<file path="src/sccs_regs.svh">
`ifndef SCCS_REGS_SVH
`define SCCS_REGS_SVH

// ==========================================================
// Register word offsets (byte address = offset times 4)
`define SCCS_OFS_MODE    6'h00
`define SCCS_OFS_CTRL    6'h01
`define SCCS_OFS_STATUS  6'h02
`define SCCS_OFS_TXDATA  6'h03
`define SCCS_OFS_CARD    6'h04
`define SCCS_OFS_IRQ_ST  6'h05
`define SCCS_OFS_IRQ_MSK 6'h06

// ==========================================================
// Mode register fields
`define SCCS_CKS_HI 1
`define SCCS_CKS_LO 0

// Control register fields
`define SCCS_TIE 7
`define SCCS_RIE 6
`define SCCS_TE  5
`define SCCS_RE  4

// Status register fields
`define SCCS_TX_EMPTY_FLAG 4
`define SCCS_RX_FULL_FLAG 3
`define SCCS_OVERRUN_ERROR_FLAG 2
`define SCCS_FER  1
`define SCCS_PER  0

// Card mode register field
`define SCCS_SMART_CARD_SELECT 0

// Interrupt status and mask fields
`define SCCS_EV_TX  0
`define SCCS_EV_RX  1
`define SCCS_EV_ERR 2

// ==========================================================
// Reset values
`define SCCS_RST_BYTE   8'h00
`define SCCS_RST_STATUS 5'h10
`define SCCS_RST_EV     3'h0

// Prescaler masks: phi, phi/4, phi/16, phi/64
`define SCCS_DIV_MASK_0 6'h00
`define SCCS_DIV_MASK_1 6'h03
`define SCCS_DIV_MASK_2 6'h0f
`define SCCS_DIV_MASK_3 6'h3f

`endif

</file>
<file path="src/sccs_pkg.sv">
package sccs_pkg;

  // ========================================================
  // Receiver events, one-cycle pulses
  typedef struct packed {
    logic done;
    logic overrun;
    logic framing;
    logic parity;
  } sccs_rx_ev_t;

  // Interrupt request lines toward the controller
  typedef struct packed {
    logic err;
    logic rx;
    logic tx;
  } sccs_irq_req_t;

  // Whole state of the control slice
  typedef struct packed {
    logic [7:0]    mode;
    logic [7:0]    ctrl;
    logic [4:0]    status;
    logic [4:0]    seen;
    logic [7:0]    txdata;
    logic          card;
    logic [2:0]    ev;
    logic [2:0]    mask;
    logic          ack;
    logic [7:0]    rdata;
    sccs_irq_req_t req;
    logic          irq;
    logic [5:0]    div_cnt;
    logic          baud_en;
    logic          tx_go;
    logic [1:0]    low_normal;
    logic [1:0]    low_card;
  } sccs_state_t;

endpackage

</file>
<file path="src/sccs_ctrl.sv">
// Chosen here: the register addresses and the Wishbone slave port.
`timescale 1ns/10ps
`include "sccs_regs.svh"
// What this block does
// RULE_01: The clock select code 00/01/10/11 feeds phi, phi/4, phi/16 or phi/64 to the baud generator.
// RULE_02: The prescaler exponent reported for the bit rate is the decimal value of the select code.
// RULE_03: Some control bits change meaning between normal serial mode and smart card mode.
// RULE_04: Transmit interrupt enable, control bit 7 reset 0, lets the transmit-empty request out.
// RULE_05: The transmit request drops when the empty flag is read as 1 then written 0, or when its enable clears.
// RULE_06: Receive interrupt enable, control bit 6 reset 0, lets both receive-full and error requests out.
// RULE_07: Receive and error requests drop after a flag is read as 1 and cleared, or when the enable clears.
// RULE_08: With transmit enabled, a frame starts once data is written and the empty flag is cleared.
// RULE_09: While transmit enable is 0 the transmitter is off and the empty flag is held at 1.
// RULE_10: Receive enable 1 accepts incoming frames; 0 disables the receiver.
// RULE_11: Smart card behaviour applies when the card select bit is 1, normal serial when it is 0.
// RULE_12: Each request is the AND of its flags and its enable, so it drops as soon as either clears.
module sccs_ctrl (
  input  wire logic                   sys_clk,
  input  wire logic                   reset,
  input  wire logic                   wb_cyc_i,
  input  wire logic                   wb_stb_i,
  input  wire logic                   wb_we_i,
  input  wire logic [7:0]             wb_adr_i,
  input  wire logic [3:0]             wb_sel_i,
  input  wire logic [31:0]            wb_dat_i,
  output logic      [31:0]            wb_dat_o,
  output logic                        wb_ack_o,
  input  wire logic                   tx_taken,
  input  wire sccs_pkg::sccs_rx_ev_t  rx_ev,
  output logic                        tx_go,
  output logic      [7:0]             tx_data,
  output logic                        tx_enable,
  output logic                        rx_enable,
  output logic                        baud_en,
  output logic      [1:0]             clk_exponent,
  output logic                        smart_card_select,
  output logic      [1:0]             ctrl_low_normal,
  output logic      [1:0]             ctrl_low_card,
  output sccs_pkg::sccs_irq_req_t     irq_req,
  output logic                        irq
);

  // ========================================================
  // Helper functions

  // Mask of low counter bits per prescaler exponent
  function automatic logic [5:0] div_mask(input logic [1:0] code);
    logic [5:0] m;
    m = `SCCS_DIV_MASK_0;
    case (code)
      2'h0: m = `SCCS_DIV_MASK_0;
      2'h1: m = `SCCS_DIV_MASK_1;
      2'h2: m = `SCCS_DIV_MASK_2;
      2'h3: m = `SCCS_DIV_MASK_3;
      default: m = `SCCS_DIV_MASK_0;
    endcase
    return m;
  endfunction

  // Flag update: hardware set beats a software clear
  function automatic logic flag_next(input logic cur,
                                     input logic hw_set,
                                     input logic sw_clr);
    logic v;
    v = cur;
    if (sw_clr) begin
      v = 1'b0;
    end
    if (hw_set) begin
      v = 1'b1;
    end
    return v;
  endfunction

  // ========================================================
  // State and decode
  sccs_pkg::sccs_state_t st;
  sccs_pkg::sccs_state_t next_st;

  logic       req_live;
  logic       wr;
  logic       rd;
  logic       lane0;
  logic [5:0] word;
  logic [7:0] wbyte;
  logic [4:0] hw_set;
  logic [4:0] sw_clr;
  logic [2:0] ev_set;
  logic [1:0] cks;
  logic       rx_ok;

  // A request is served once; ack drops the cycle after
  assign req_live = wb_cyc_i & wb_stb_i & ~st.ack;
  assign wr       = req_live & wb_we_i;
  assign rd       = req_live & ~wb_we_i;
  assign lane0    = wb_sel_i[0];
  assign word     = wb_adr_i[7:2];
  assign wbyte    = wb_dat_i[7:0];
  assign cks      = {st.mode[`SCCS_CKS_HI], st.mode[`SCCS_CKS_LO]};

  // Frames count only while the receiver is on
  assign rx_ok = st.ctrl[`SCCS_RE] & rx_ev.done; // RULE_10

  // ========================================================
  // Next-state logic
  always_comb begin
    next_st = st;
    next_st.ack   = req_live;
    next_st.rdata = `SCCS_RST_BYTE;

    // Hardware flag sets
    hw_set = '0;
    hw_set[`SCCS_TX_EMPTY_FLAG] = tx_taken;
    hw_set[`SCCS_RX_FULL_FLAG] = rx_ok;
    hw_set[`SCCS_OVERRUN_ERROR_FLAG] = rx_ok & rx_ev.overrun;
    hw_set[`SCCS_FER]  = rx_ok & rx_ev.framing;
    hw_set[`SCCS_PER]  = rx_ok & rx_ev.parity;

    // Clear by writing 0 only after a read that saw 1
    sw_clr = '0;
    if (wr && lane0 && word == `SCCS_OFS_STATUS) begin
      sw_clr = st.seen & ~wbyte[4:0]; // RULE_05 RULE_07
    end

    // Register writes
    if (wr && lane0) begin
      case (word)
        `SCCS_OFS_MODE:    next_st.mode   = wbyte;
        `SCCS_OFS_CTRL:    next_st.ctrl   = wbyte;
        `SCCS_OFS_TXDATA:  next_st.txdata = wbyte;
        `SCCS_OFS_CARD:    next_st.card   = wbyte[`SCCS_SMART_CARD_SELECT]; // RULE_11
        `SCCS_OFS_IRQ_MSK: next_st.mask   = wbyte[2:0];
        default: ;
      endcase
    end

    // Status flags, set wins
    for (int i = 0; i < 5; i++) begin
      next_st.status[i] = flag_next(st.status[i], hw_set[i], sw_clr[i]);
    end
    // Transmitter off pins the empty flag high
    if (!next_st.ctrl[`SCCS_TE]) begin
      next_st.status[`SCCS_TX_EMPTY_FLAG] = 1'b1; // RULE_09
    end

    // Read-seen memory: armed by a read, spent by a clear
    next_st.seen = st.seen & ~sw_clr & ~hw_set;
    if (rd && word == `SCCS_OFS_STATUS) begin
      next_st.seen = st.seen | st.status;
    end

    // Sticky events, write one to clear, set wins
    ev_set[`SCCS_EV_TX]  = tx_taken & st.ctrl[`SCCS_TE];
    ev_set[`SCCS_EV_RX]  = rx_ok;
    ev_set[`SCCS_EV_ERR] = hw_set[`SCCS_OVERRUN_ERROR_FLAG] | hw_set[`SCCS_FER] | hw_set[`SCCS_PER];
    for (int i = 0; i < 3; i++) begin
      next_st.ev[i] = flag_next(st.ev[i], ev_set[i],
        wr && lane0 && word == `SCCS_OFS_IRQ_ST && wbyte[i]);
    end

    // Read data
    if (rd) begin
      case (word)
        `SCCS_OFS_MODE:    next_st.rdata = st.mode;
        `SCCS_OFS_CTRL:    next_st.rdata = st.ctrl;
        `SCCS_OFS_STATUS:  next_st.rdata = {3'h0, st.status};
        `SCCS_OFS_TXDATA:  next_st.rdata = st.txdata;
        `SCCS_OFS_CARD:    next_st.rdata = {7'h00, st.card};
        `SCCS_OFS_IRQ_ST:  next_st.rdata = {5'h00, st.ev};
        `SCCS_OFS_IRQ_MSK: next_st.rdata = {5'h00, st.mask};
        default:           next_st.rdata = `SCCS_RST_BYTE;
      endcase
    end

    // Requests are plain AND of flags and enables
    next_st.req.tx  = next_st.ctrl[`SCCS_TIE] &
                      next_st.status[`SCCS_TX_EMPTY_FLAG]; // RULE_04 RULE_12
    next_st.req.rx  = next_st.ctrl[`SCCS_RIE] &
                      next_st.status[`SCCS_RX_FULL_FLAG]; // RULE_06 RULE_12
    next_st.req.err = next_st.ctrl[`SCCS_RIE] &
                      (next_st.status[`SCCS_OVERRUN_ERROR_FLAG] |
                       next_st.status[`SCCS_FER] |
                       next_st.status[`SCCS_PER]); // RULE_06 RULE_12
    next_st.irq = |(next_st.ev & next_st.mask);

    // Frame starts when enabled and data is pending
    next_st.tx_go = next_st.ctrl[`SCCS_TE] & ~next_st.status[`SCCS_TX_EMPTY_FLAG]; // RULE_08

    // Low control bits steered by mode, registered so the pins come from flops
    next_st.low_normal = next_st.card ? 2'h0 : next_st.ctrl[1:0]; // RULE_03
    next_st.low_card   = next_st.card ? next_st.ctrl[1:0] : 2'h0; // RULE_03

    // Prescaler for the baud generator input
    next_st.div_cnt = st.div_cnt + 6'h01;
    next_st.baud_en = (st.div_cnt & div_mask(cks)) == div_mask(cks); // RULE_01
  end

  // ========================================================
  // State register
  always_ff @(posedge sys_clk) begin
    if (reset) begin
      st        <= '0;
      st.status <= `SCCS_RST_STATUS;
      st.ev     <= `SCCS_RST_EV;
    end else begin
      st <= next_st;
    end
  end

  // ========================================================
  // Outputs, all straight from the state register
  assign wb_ack_o          = st.ack;
  assign wb_dat_o          = {24'h000000, st.rdata};
  assign tx_go             = st.tx_go;
  assign tx_data           = st.txdata;
  assign tx_enable         = st.ctrl[`SCCS_TE];
  assign rx_enable         = st.ctrl[`SCCS_RE];
  assign baud_en           = st.baud_en;
  assign clk_exponent      = cks; // RULE_02
  assign smart_card_select = st.card;
  // Mode views of the low control bits; the idle view reads 0
  assign ctrl_low_normal   = st.low_normal; // RULE_03
  assign ctrl_low_card     = st.low_card; // RULE_03
  assign irq_req           = st.req;
  assign irq               = st.irq;

endmodule

</file>
<file path="config.mk">
export PLATFORM = sky130hd
export DESIGN_NAME = sccs_ctrl
export DESIGN_NICKNAME = d
export VERILOG_FILES = /design/src/sccs_pkg.sv /design/src/sccs_ctrl.sv
export VERILOG_INCLUDE_DIRS = /design/src
export SDC_FILE = /design/constraint.sdc
export NUM_CORES = 1
export LEC_CHECK = 0
export ABC_AREA = 1
export BUFFER_PORTS_ARGS = -buffer_cell sky130_fd_sc_hd__buf_2
export CAP_MARGIN = 10
export CORE_MARGIN = 4
export CORE_UTILIZATION = 40
export DETAILED_ROUTE_END_ITERATION = 16
export HOLD_SLACK_MARGIN = 0.1
export PLACE_DENSITY = 0.66
export SLEW_MARGIN = 20
export SYNTH_ARGS = -nofsm -noshare
export SYNTH_HDL_FRONTEND = slang
export SYNTH_SLANG_ARGS = --single-unit
export TNS_END_PERCENT = 10
</file>
<file path="constraint.sdc">
create_clock -name sys_clk -period 1.8 [get_ports sys_clk]
set_input_delay 0.36 -clock sys_clk [delete_from_list [all_inputs] [get_ports sys_clk]]
set_output_delay 0.36 -clock sys_clk [all_outputs]
set_load 0.02 [all_outputs]
</file>
==> flow_summary_export.csv, run 1 <==
group,metric,value,unit
outcome,status,"finished clean",
logic_synthesis,synth_area_leaders,"dfxtp_1, buf_4, a21oi_1",
global_route,first_global_vias,2575,
place,placed_area,3353,um^2
pwr,powerDensity,883.5,nW/um^2
clock_tree,clockBufferDepth,2,
logic_synthesis,syn-cell-area,3186,um^2
logic_synthesis,synth_largest_area_cell,"dfxtp_1",
global_route,grt_start_max_net_pins,29,
logic_synthesis,synth_seq_cells,66,
logic_synthesis,synth_top_area_share,41.48,%
pwr,netSwitchingFraction,23.06,%
sta,setup_viol,0,
routing,drt-pass1-iter-count,5,
routing,postRouteAntennaNets,0,
routing,via_per_inst,4.642,
setup_path,worst_setup_path_end_kind,"flip-flop",
logic_synthesis,yosysMostFrequentCell,"dfxtp_1",
global_route,grt_pass1_wl,12.09,mm
sta,clock_skew,0.007683,ns
logic_synthesis,ys_warn_count,0,
pwr,power,3.176,mW
layout,finalNetCount,513,
global_route,overflow,0,
job,cap_violations,0,
floorplanning,dieArea,9456,um^2
logic_synthesis,syn-mean-instance-area,7.713,um^2
setup_path,crit_required,2.04,ns
logic_synthesis,ys.flop_type,"dfxtp_1",
logic_synthesis,synth_common_cells,"dfxtp_1, nand2_1, nor2_1",
pwr,power_frac_clock,47.5,%
sta,rsz0062_at_grt,"no",
clock_tree,clock_sinks,66,
logic_synthesis,async_flop_share,0,%
setup_path,critPathMaxFanout,7,
layout,design_area,3595,um^2
pwr,ir_worst_vdd,0.2953,mV
sta,hold_slack,0.2820,ns
floorplanning,start_util,41.22,%
routing,num_vias,2623,
routing,wirelength,7.239,mm
layout,diodes,0,
sta,fmax,679.9,MHz
setup_path,cp-start-kind,"flip-flop",
pwr,p_comb_share,6.1,%
clock_tree,hold_buffers,0,
sta,finalSetupTns,0,ns
sta,setup_slack,0.3292,ns
clock_tree,clk_pin_slew,0.07,ns
global_route,antenna_found_initial,0,
logic_synthesis,synth_seq_area_share,41.48,%
pwr,p_int,2.443,mW
sta,fin_crit_sh,81.71,%
layout,drive_gt1_share,24.19,%
sta,min_period,1.471,ns
pwr,leakage,1.655,nW
worst_hold_path,hold_path.class,"input port to flip-flop",
logic_synthesis,synth-edff-count,0,
floorplanning,rows,32,
pwr,switching_power,0.7324,mW
setup_path,worstSetupPathType,"flip-flop to flip-flop",
routing,drtIter0Drc,77,
global_route,grt.total_usage,15.78,%
floorplanning,die_h,97.24,um
clock_tree,root_buffer,"clkbuf_8",
routing,wl_per_cell,12.81,um
floorplanning,ios,110,
floorplanning,fp.dieW,97.24,um
floorplanning,core,7727,um^2
sta,slew_viol_final,0,
place,io_buffers,56,
place,place_ws,0.07192,ns
pwr,power_frac_seq,46.4,%
clock_tree,clkLatencyLatePin,0.34,ns
clock_tree,cts_resized,0,
place,gp_congestion,0.8531,
logic_synthesis,synthCells,413,
layout,syn_to_final_growth,12.84,%
clock_tree,numCtsBuffers,9,
setup_path,cp.arrival,1.71,ns
sta,timing_hold_violations_final,0,
clock_tree,htree_num_levels,3,
routing,remaining_drc_errors,0,
logic_synthesis,ys_types,33,
clock_tree,cts_tree,"yes",
clock_tree,post_cts_buffers,0,
place,post-dp-hpwl,5.570,mm
==> routing by layer <==
metal  global-route usage [%]  part of all wire (%)
met1                    19.33                    45
met4                    8.307                   3.1
met5                        0                     0
met3                    5.312                   7.0
met2                    24.52                    45
==> logic make-up after synthesis <==
group / share of synthesized area, %
AOI/OAI and AO/OA: 14.73
adders and majority gates: 0.3927
buffers and inverters: 18.85
DFF: 41.48
other: 0.1177
and+or+nand+nor: 24.43
==> sequential cells by signal, indices dropped and copies added (netlist names) <==
register,count
ctrl_low_card,2
rx_enable,1
smart_card_select,1
st,34
clk_exponent,2
wb_dat_o,8
tx_data,8
irq,1
irq_req,3
wb_ack_o,1
tx_go,1
baud_en,1
tx_enable,1
ctrl_low_normal,2
==> power by group through the flow <==
stage               combinational [mW]  clock, mW  sequential, mW
CTS                              0.195       1.54            1.47
floorplan                        0.164          0            1.51
global placement                 0.192          0            1.51
detailed placement               0.194          0            1.51
global route                     0.215       1.61            1.47
finish                           0.194       1.51            1.47
==> final cells by class <==
type / instances / area (um^2)
Fill cell: 752 / 4133
Clock inverter: 6 / 113.9
Timing Repair Buffer: 67 / 362.8
Sequential cell: 66 / 1321
Tap cell: 102 / 127.6
Clock buffer: 10 / 127.6
Inverter: 51 / 191.4
Multi-Input combinational cell: 263 / 1350
==> path summary, 6_finish.rpt <==
path                from          to  slack, ns  depth (start not counted)
min          wb_dat_i[5]  tx_data[5]       0.28                          3
min reg2reg        st[6]       st[6]       0.45                          1
max reg2reg     wb_ack_o  irq_req[1]       0.33                          8
max             wb_ack_o  irq_req[1]       0.33                          8
==> stage by stage <==
step,std cells,util (%)
after floorplan,436,-
after global placement,549,43.39
after detailed placement,549,43.39
after CTS,565,46.52
after global routing,565,46.52
final,565,46.52
==> critical path, cell delays in order, from the launching register on <==
cell and delay [ns]:
dfxtp_1 0.32, nor2_1 0.19, nand2_4 0.18, nor2_4 0.22, inv_1 0.10, nor2_1 0.10, nor2_1 0.05, nand2_1 0.14
nor2_1 0.07
==> cells in the final DEF (no fill, tap or decap), types with 2 or more instances in the layout <==
cell        count
clkinvlp_4      2
nand2_1        54
conb_1         24
nor2_4          9
a22oi_1         3
dfxtp_1        66
buf_2          56
nand4_1         3
clkbuf_8        9
o21ai_1         4
inv_2           5
o21ai_0        31
nor3_1          2
inv_1          46
nand3_2         3
nand3_1        14
nand3b_1        2
bufinv_16       3
nand3_4         4
nor2_1         50
nor2_2          3
a21oi_1        44
buf_4          11
o22ai_1         2
(Power assumes the default switching activity.)
==> run 2, diff against run 1 <==
--- a/config.mk
+++ b/config.mk
@@ -6,14 +6,14 @@
 export SDC_FILE = /design/constraint.sdc
 export NUM_CORES = 1
 export LEC_CHECK = 0
-export ABC_AREA = 1
+export ABC_AREA = 0
 export BUFFER_PORTS_ARGS = -buffer_cell sky130_fd_sc_hd__buf_2
 export CAP_MARGIN = 10
 export CORE_MARGIN = 4
 export CORE_UTILIZATION = 40
 export DETAILED_ROUTE_END_ITERATION = 16
 export HOLD_SLACK_MARGIN = 0.1
-export PLACE_DENSITY = 0.66
+export PLACE_DENSITY = 0.69
 export SLEW_MARGIN = 20
 export SYNTH_ARGS = -nofsm -noshare
 export SYNTH_HDL_FRONTEND = slang
==> constraint.sdc (replaced) <==
create_clock -name sys_clk -period 1.2 [get_ports sys_clk]
set_input_delay 0.24 -clock sys_clk [delete_from_list [all_inputs] [get_ports sys_clk]]
set_output_delay 0.24 -clock sys_clk [all_outputs]
set_load 0.02 [all_outputs]
==> run 2 against run 1 <==
  * The run now ends with negative setup slack left
  * Critical path type is now input port to flip-flop
  * Highest routed layer unchanged
  * Clock power rose by 17%
  * Worst hold slack got worse by 0.075 ns
  * Via count fell by 5.5%
  * Critical path depth fell by 3
  * Combinational power rose by 89%
  * Setup slack got worse by 0.94 ns
  * Synthesized area fell by 4.2%
  * Clock skew rose by 0.0012 ns
  * Cell count fell by 10%
  * Non-clock buffer count rose by 45
  * Core utilization rose by 7.6 points
  * Global-route usage rose by 2.3 points
==> flow_summary_export.csv, run 2 <==
group,metric,value,unit
logic_synthesis,synth_seq_cells,66,
floorplanning,start_util,41.65,%
layout,largest_reg_flops,34,
pwr,power,4.345,mW
layout,final_cell_mix,"dfxtp_1, buf_2, nor2_1",
layout,fin_util,54.16,%
pwr,ir_worst_vdd,0.7648,mV
sta,rsz0062_at_grt,"yes",
floorplanning,die_h,95.37,um
sta,clock_skew,0.008932,ns
routing,postRouteAntennaNets,0,
setup_path,crit_top_cell,"or4_4",
sta,slew_viol_final,0,
clock_tree,hold_buffers,0,
routing,drtIter0Drc,172,
layout,finalNetCount,459,
floorplanning,core,7331,um^2
setup_path,cp_cell_sequence,"buf_6 > or4_4 > or4_4 > o32a_4 > o21a_1",
pwr,powerDensity,1094,nW/um^2
sta,timing_hold_violations_final,0,
global_route,grt_pass1_wl,12.24,mm
setup_path,critPathMaxFanout,4,
place,place_ws,-0.8644,ns
clock_tree,cts_tree,"yes",
global_route,grt_start_max_net_pins,27,
pwr,p_int,3.259,mW
setup_path,worstSetupPathType,"input port to flip-flop",
logic_synthesis,synth_area_leaders,"dfxtp_1, buf_4, mux2i_1",
place,io_buffers,56,
global_route,first_global_vias,2482,
clock_tree,clkLatencyLatePin,0.34,ns
logic_synthesis,synth_common_cells,"dfxtp_1, buf_4, nor2_1",
global_route,grt.total_usage,18.05,%
logic_synthesis,synth_seq_area_share,43.28,%
logic_synthesis,ys.flop_type,"dfxtp_1",
setup_path,max_stage_delay,0.59,ns
logic_synthesis,synth-edff-count,0,
floorplanning,dieArea,9094,um^2
logic_synthesis,yosysMostFrequentCell,"dfxtp_1",
place,placed_area,3507,um^2
setup_path,cp.arrival,2.04,ns
clock_tree,numCtsBuffers,9,
outcome,status,"finished, violations left",
setup_path,crit_required,1.43,ns
logic_synthesis,syn-mean-instance-area,9.481,um^2
logic_synthesis,ys_types,46,
logic_synthesis,synth_largest_area_cell,"dfxtp_1",
global_route,overflow,0,
floorplanning,fp.dieW,95.37,um
clock_tree,clk_pin_slew,0.07,ns
layout,instances_no_fill,508,
clock_tree,clock_sinks,66,
layout,regMostFlops,"st",
routing,remaining_drc_errors,0,
logic_synthesis,async_flop_share,0,%
routing,wl_per_cell,15.79,um
pwr,power_frac_seq,50.8,%
pwr,leakage,1.652,nW
place,dp.cells,485,
sta,min_period,1.808,ns
setup_path,worst_setup_path_end_kind,"flip-flop",
sta,setup_viol,58,
clock_tree,clockBufferDepth,2,
layout,design_area,3970,um^2
setup_path,slowest_stage,"or4_4",
logic_synthesis,syn-cell-area,3053,um^2
layout,layout_commonest_cell,"dfxtp_1",
layout,drive_gt1_share,41.32,%
outcome,violations,"negative setup slack",
clock_tree,root_buffer,"clkbuf_8",
global_route,antenna_found_initial,0,
sta,fmax,553.1,MHz
routing,wirelength,8.020,mm
routing,num_vias,2480,
layout,syn_to_final_growth,30.04,%
setup_path,cp-start-kind,"input port",
routing,drt-pass1-iter-count,4,
routing,via_per_inst,4.882,
sta,setup_slack,-0.6079,ns
clock_tree,htree_num_levels,3,
logic_synthesis,ys_warn_count,0,
setup_path,crit_family,"simple AND/OR/NAND/NOR gates",
floorplanning,ios,110,
sta,finalSetupTns,-24.16,ns
pwr,p_comb_share,8.4,%
floorplanning,rows,31,
pwr,switching_power,1.086,mW
logic_synthesis,synthCells,322,
sta,hold_slack,0.2065,ns
place,post-dp-hpwl,5.827,mm
setup_path,cp.buffers_inverters,1,
logic_synthesis,synth_top_area_share,43.28,%
place,gp_congestion,0.9201,
sta,fin_crit_sh,150.7,%
pwr,netSwitchingFraction,24.99,%
layout,diodes,0,
job,cap_violations,0,
worst_hold_path,hold_path.class,"input port to flip-flop",
pwr,power_frac_clock,40.8,%
[run 2: cell count changes after synthesis, sizes merged, moves of 6 or more]
cell / before / now
inv: 51 / 5
nand2: 56 / 13
a21oi: 44 / 11
mux2i: 0 / 29
o21ai: 36 / 9
nand3: 21 / 2
nor2: 63 / 49
clkbuf: 5 / 11
nand2b: 0 / 6
[run 2: cells by family (layout without fill, tap and decap cells)]
kind of cell | count (synthesis) | count (layout) | synth area share, %
simple gates | 100 | 100 | 16.60
flops | 66 | 66 | 43.28
xor+xnor | 4 | 4 | 1.148
mux | 37 | 37 | 13.57
compound gates | 44 | 44 | 10.25
other cells | 1 | 24 | 0.1228
buf+inv | 69 | 133 | 14.63
fa+ha+maj | 1 | 1 | 0.4098
[run 2: layer usage]
layer  track usage (%)  part of all wire (%)  up-vias
met3             5.841                   8.4        6
met1             22.46                    42     1175
met5                 0                     0        -
met4             6.130                   1.3        0
met2             29.39                    48       91
li1                  -                     -     1208
[run 2: worst min-delay path, delay by kind of cell]
family / cells / cell delay (ns)
simple gates: 1 / 0.08
mux: 1 / 0.07
buf+inv: 1 / 0.11
[run 2: what timing repair did]
action | 4_1_cts | 5_1_grt
pin swaps | 11 | 8
gates resized for setup | 34 | 23
endpoints found under the setup margin | 63 | 63
buffers inserted | 7 | 0
[run 2: final cells by class]
class	count	area (um^2)
Clock buffer	12	166.4
Clock inverter	4	23.77
Fill cell	664	3361
Inverter	5	18.77
Multi-Input combinational cell	210	1493
Sequential cell	66	1330
Tap cell	99	123.9
Timing Repair Buffer	112	814.5
[run 2: power groups by stage]
stage	sequential (mW)	clock [mW]	combinational, mW
after floorplan	2.26	0	0.231
after global placement	2.26	0	0.323
after detailed placement	2.26	0	0.328
after CTS	2.21	1.81	0.353
after global routing	2.21	1.92	0.392
final	2.21	1.77	0.366
[run 2: worst paths after layout]
path               start    endpoint  slack (ns)  cells past startpoint
max          wb_adr_i[6]  irq_req[0]       -0.61                      5
min reg2reg        st[6]       st[6]        0.44                      1
min          wb_dat_i[7]  tx_data[7]        0.21                      3
max reg2reg     wb_ack_o         irq       -0.56                      7
==> run 3, diff against run 2 <==
--- a/config.mk
+++ b/config.mk
@@ -11,9 +11,10 @@
 export CAP_MARGIN = 10
 export CORE_MARGIN = 4
 export CORE_UTILIZATION = 40
+export CTS_BUF_LIST = sky130_fd_sc_hd__clkbuf_16
 export DETAILED_ROUTE_END_ITERATION = 16
 export HOLD_SLACK_MARGIN = 0.1
-export PLACE_DENSITY = 0.69
+export PLACE_DENSITY = 0.7
 export SLEW_MARGIN = 20
 export SYNTH_ARGS = -nofsm -noshare
 export SYNTH_HDL_FRONTEND = slang
==> run 3 against run 2 <==
  * The flow still finishes with violations (negative setup slack)
  * Via count about the same
  * Largest cell class unchanged
  * Clock skew shrank 0.0029 ns
  * Largest power group is now the clock network
  * Flip-flop and latch count unchanged
==> flow_summary_export.csv, run 3 (synthesis gave the netlist of run 2 again) <==
group,metric,value,unit
routing,wl_per_cell,15.13,um
setup_path,crit_required,1.42,ns
floorplanning,rows,31,
floorplanning,dieArea,9094,um^2
clock_tree,hold_buffers,0,
setup_path,slowest_stage,"or4_4",
layout,finalNetCount,458,
global_route,overflow,0,
sta,min_period,1.817,ns
layout,layout_commonest_cell,"dfxtp_1",
pwr,leakage,1.711,nW
setup_path,reg2reg_depth,5,
layout,drive_gt1_share,41.67,%
pwr,powerDensity,1223,nW/um^2
layout,diodes,0,
sta,fmax,550.3,MHz
setup_path,worstSetupPathType,"flip-flop to flip-flop",
routing,via_per_inst,4.888,
sta,clock_skew,0.005984,ns
layout,regMostFlops,"st",
place,placed_area,3525,um^2
setup_path,cp.arrival,2.04,ns
floorplanning,start_util,41.65,%
layout,final_cell_mix,"dfxtp_1, buf_2, buf_4",
outcome,violations,"negative setup slack",
layout,fin_util,55.71,%
layout,instances_no_fill,507,
pwr,netSwitchingFraction,23.06,%
place,io_buffers,56,
routing,num_vias,2478,
setup_path,critPathMaxFanout,8,
sta,timing_hold_violations_final,0,
sta,rsz0062_at_grt,"yes",
global_route,first_global_vias,2424,
setup_path,max_stage_delay,0.51,ns
clock_tree,clkLatencyLatePin,0.33,ns
worst_hold_path,min_from,"wb_dat_i[7]",
clock_tree,clockBufferDepth,2,
floorplanning,die_h,95.37,um
routing,wirelength,7.670,mm
global_route,grt.total_usage,17.74,%
global_route,grt_pass1_wl,12.09,mm
routing,drt-pass1-iter-count,4,
outcome,status,"finished, violations left",
pwr,ir_worst_vdd,0.7659,mV
clock_tree,htree_num_levels,3,
clock_tree,root_buffer,"clkbuf_16",
worst_hold_path,worst_hold_path.endpoint,"st[65]",
layout,largest_reg_flops,34,
layout,design_area,4084,um^2
floorplanning,ios,110,
pwr,p_int,3.843,mW
global_route,grt_start_max_net_pins,39,
layout,fill_cells,650,
layout,syn_to_final_growth,33.77,%
pwr,switching_power,1.152,mW
clock_tree,clock_sinks,66,
setup_path,cp-start-kind,"flip-flop",
routing,remaining_drc_errors,0,
place,dp.cells,484,
setup_path,startpoint,"wb_ack_o",
setup_path,r2r-end,"irq_req[0]",
floorplanning,core,7331,um^2
setup_path,r2r_setup_slack,-0.62,ns
sta,setup_viol,58,
pwr,power_frac_seq,44.3,%
job,cap_violations,0,
clock_tree,clk_pin_slew,0.05,ns
pwr,power,4.995,mW
place,post-dp-hpwl,5.565,mm
global_route,antenna_found_initial,0,
worst_hold_path,holdPathStages,3,
worst_hold_path,hold_path.class,"input port to flip-flop",
floorplanning,fp.dieW,95.37,um
setup_path,rr_startpoint,"wb_ack_o",
pwr,p_comb_share,7.6,%
routing,postRouteAntennaNets,0,
place,gp_congestion,0.8378,
sta,fin_crit_sh,151.4,%
sta,slew_viol_final,0,
pwr,power_frac_clock,48.1,%
clock_tree,numCtsBuffers,9,
routing,drtIter0Drc,163,
clock_tree,cts_tree,"yes",
sta,setup_slack,-0.6173,ns
setup_path,worst_setup_path_end_kind,"flip-flop",
setup_path,cp_cell_sequence,"nand3b_1 > buf_6 > or4_4 > o32a_4 > o21a_1",
run 3: changes by cell type in the layout (fill, tap and decap cells not counted), moves of 3 or more:
cell and change:
clkbuf_8 -10, clkinv_2 +3, nor3_2 -4, o21ai_1 +3, buf_4 +5, buf_6 -8, mux2i_4 +4, nor3_1 +4
clkbuf_16 +9
run 3: worst max-delay path: cells and delay by family (launching register included):
kind | cells | cell delay [ns]
buffers and inverters | 1 | 0.16
flip-flops | 1 | 0.33
AO/OA/AOI/OAI | 2 | 0.53
AND/OR/NAND/NOR | 2 | 0.70
run 3: cell type report:
type / instances / area [um^2] / area share (%)
Clock buffer: 10 / 250.2 / 6.127
Sequential cell: 66 / 1328 / 32.51
Timing Repair Buffer: 111 / 787.0 / 19.27
Clock inverter: 6 / 30.03 / 0.7353
Tap cell: 99 / 123.9 / 3.033
Inverter: 5 / 18.77 / 0.4596
Multi-Input combinational cell: 210 / 1546 / 37.87
run 3: timing repair:
item,CTS,global route
resized for setup,30,26
pin swaps,11,6
cloned,0,0
endpoints found under the setup margin,60,61
setup buffers,4,4
run 3: how the worst max path moves through the flow:
| stage | to | slack [ns] | cells past startpoint |
|---|---|---|---|
| 2_1_floorplan | irq_req[0] | -0.79 | 5 |
| 3_3_place_gp | irq | -0.87 | 7 |
| 3_5_place_dp | irq_req[2] | -0.93 | 6 |
| 4_1_cts | irq_req[0] | -0.61 | 5 |
| 5_1_grt | st[49] | -0.69 | 6 |
| 6_report | irq_req[0] | -0.62 | 5 |
run 3: stage by stage:
step	setup TNS [ns]	hold slack, ns	setup slack (ns)
floorplan	-32.17	0.3702	-0.7936
global placement	-34.79	0.4241	-0.8727
detailed placement	-35.93	0.4373	-0.9252
CTS	-23.29	0.1914	-0.6057
global route	-27.96	0.2299	-0.6911
finish	-23.74	0.2139	-0.6173
run 3: power by group through the flow:
stage          registers, mW  clock network, mW  logic (mW)
2_1_floorplan           2.26                  0       0.231
3_3_place_gp            2.26                  0       0.322
3_5_place_dp            2.26                  0       0.326
4_1_cts                 2.21               2.47       0.358
5_1_grt                 2.21               2.57       0.407
6_report                2.21               2.40       0.378
run 3: per-layer routing:
metal / share of wire (%) / GRT usage [%] / vias up / wire [um]
li1: - / - / 1210 / -
met1: 44 / 22.37 / 1181 / 3356
met2: 49 / 28.69 / 80 / 3739
met3: 6.8 / 5.130 / 7 / 518
met4: 0.73 / 6.611 / 0 / 56
met5: 0 / 0 / - / 0
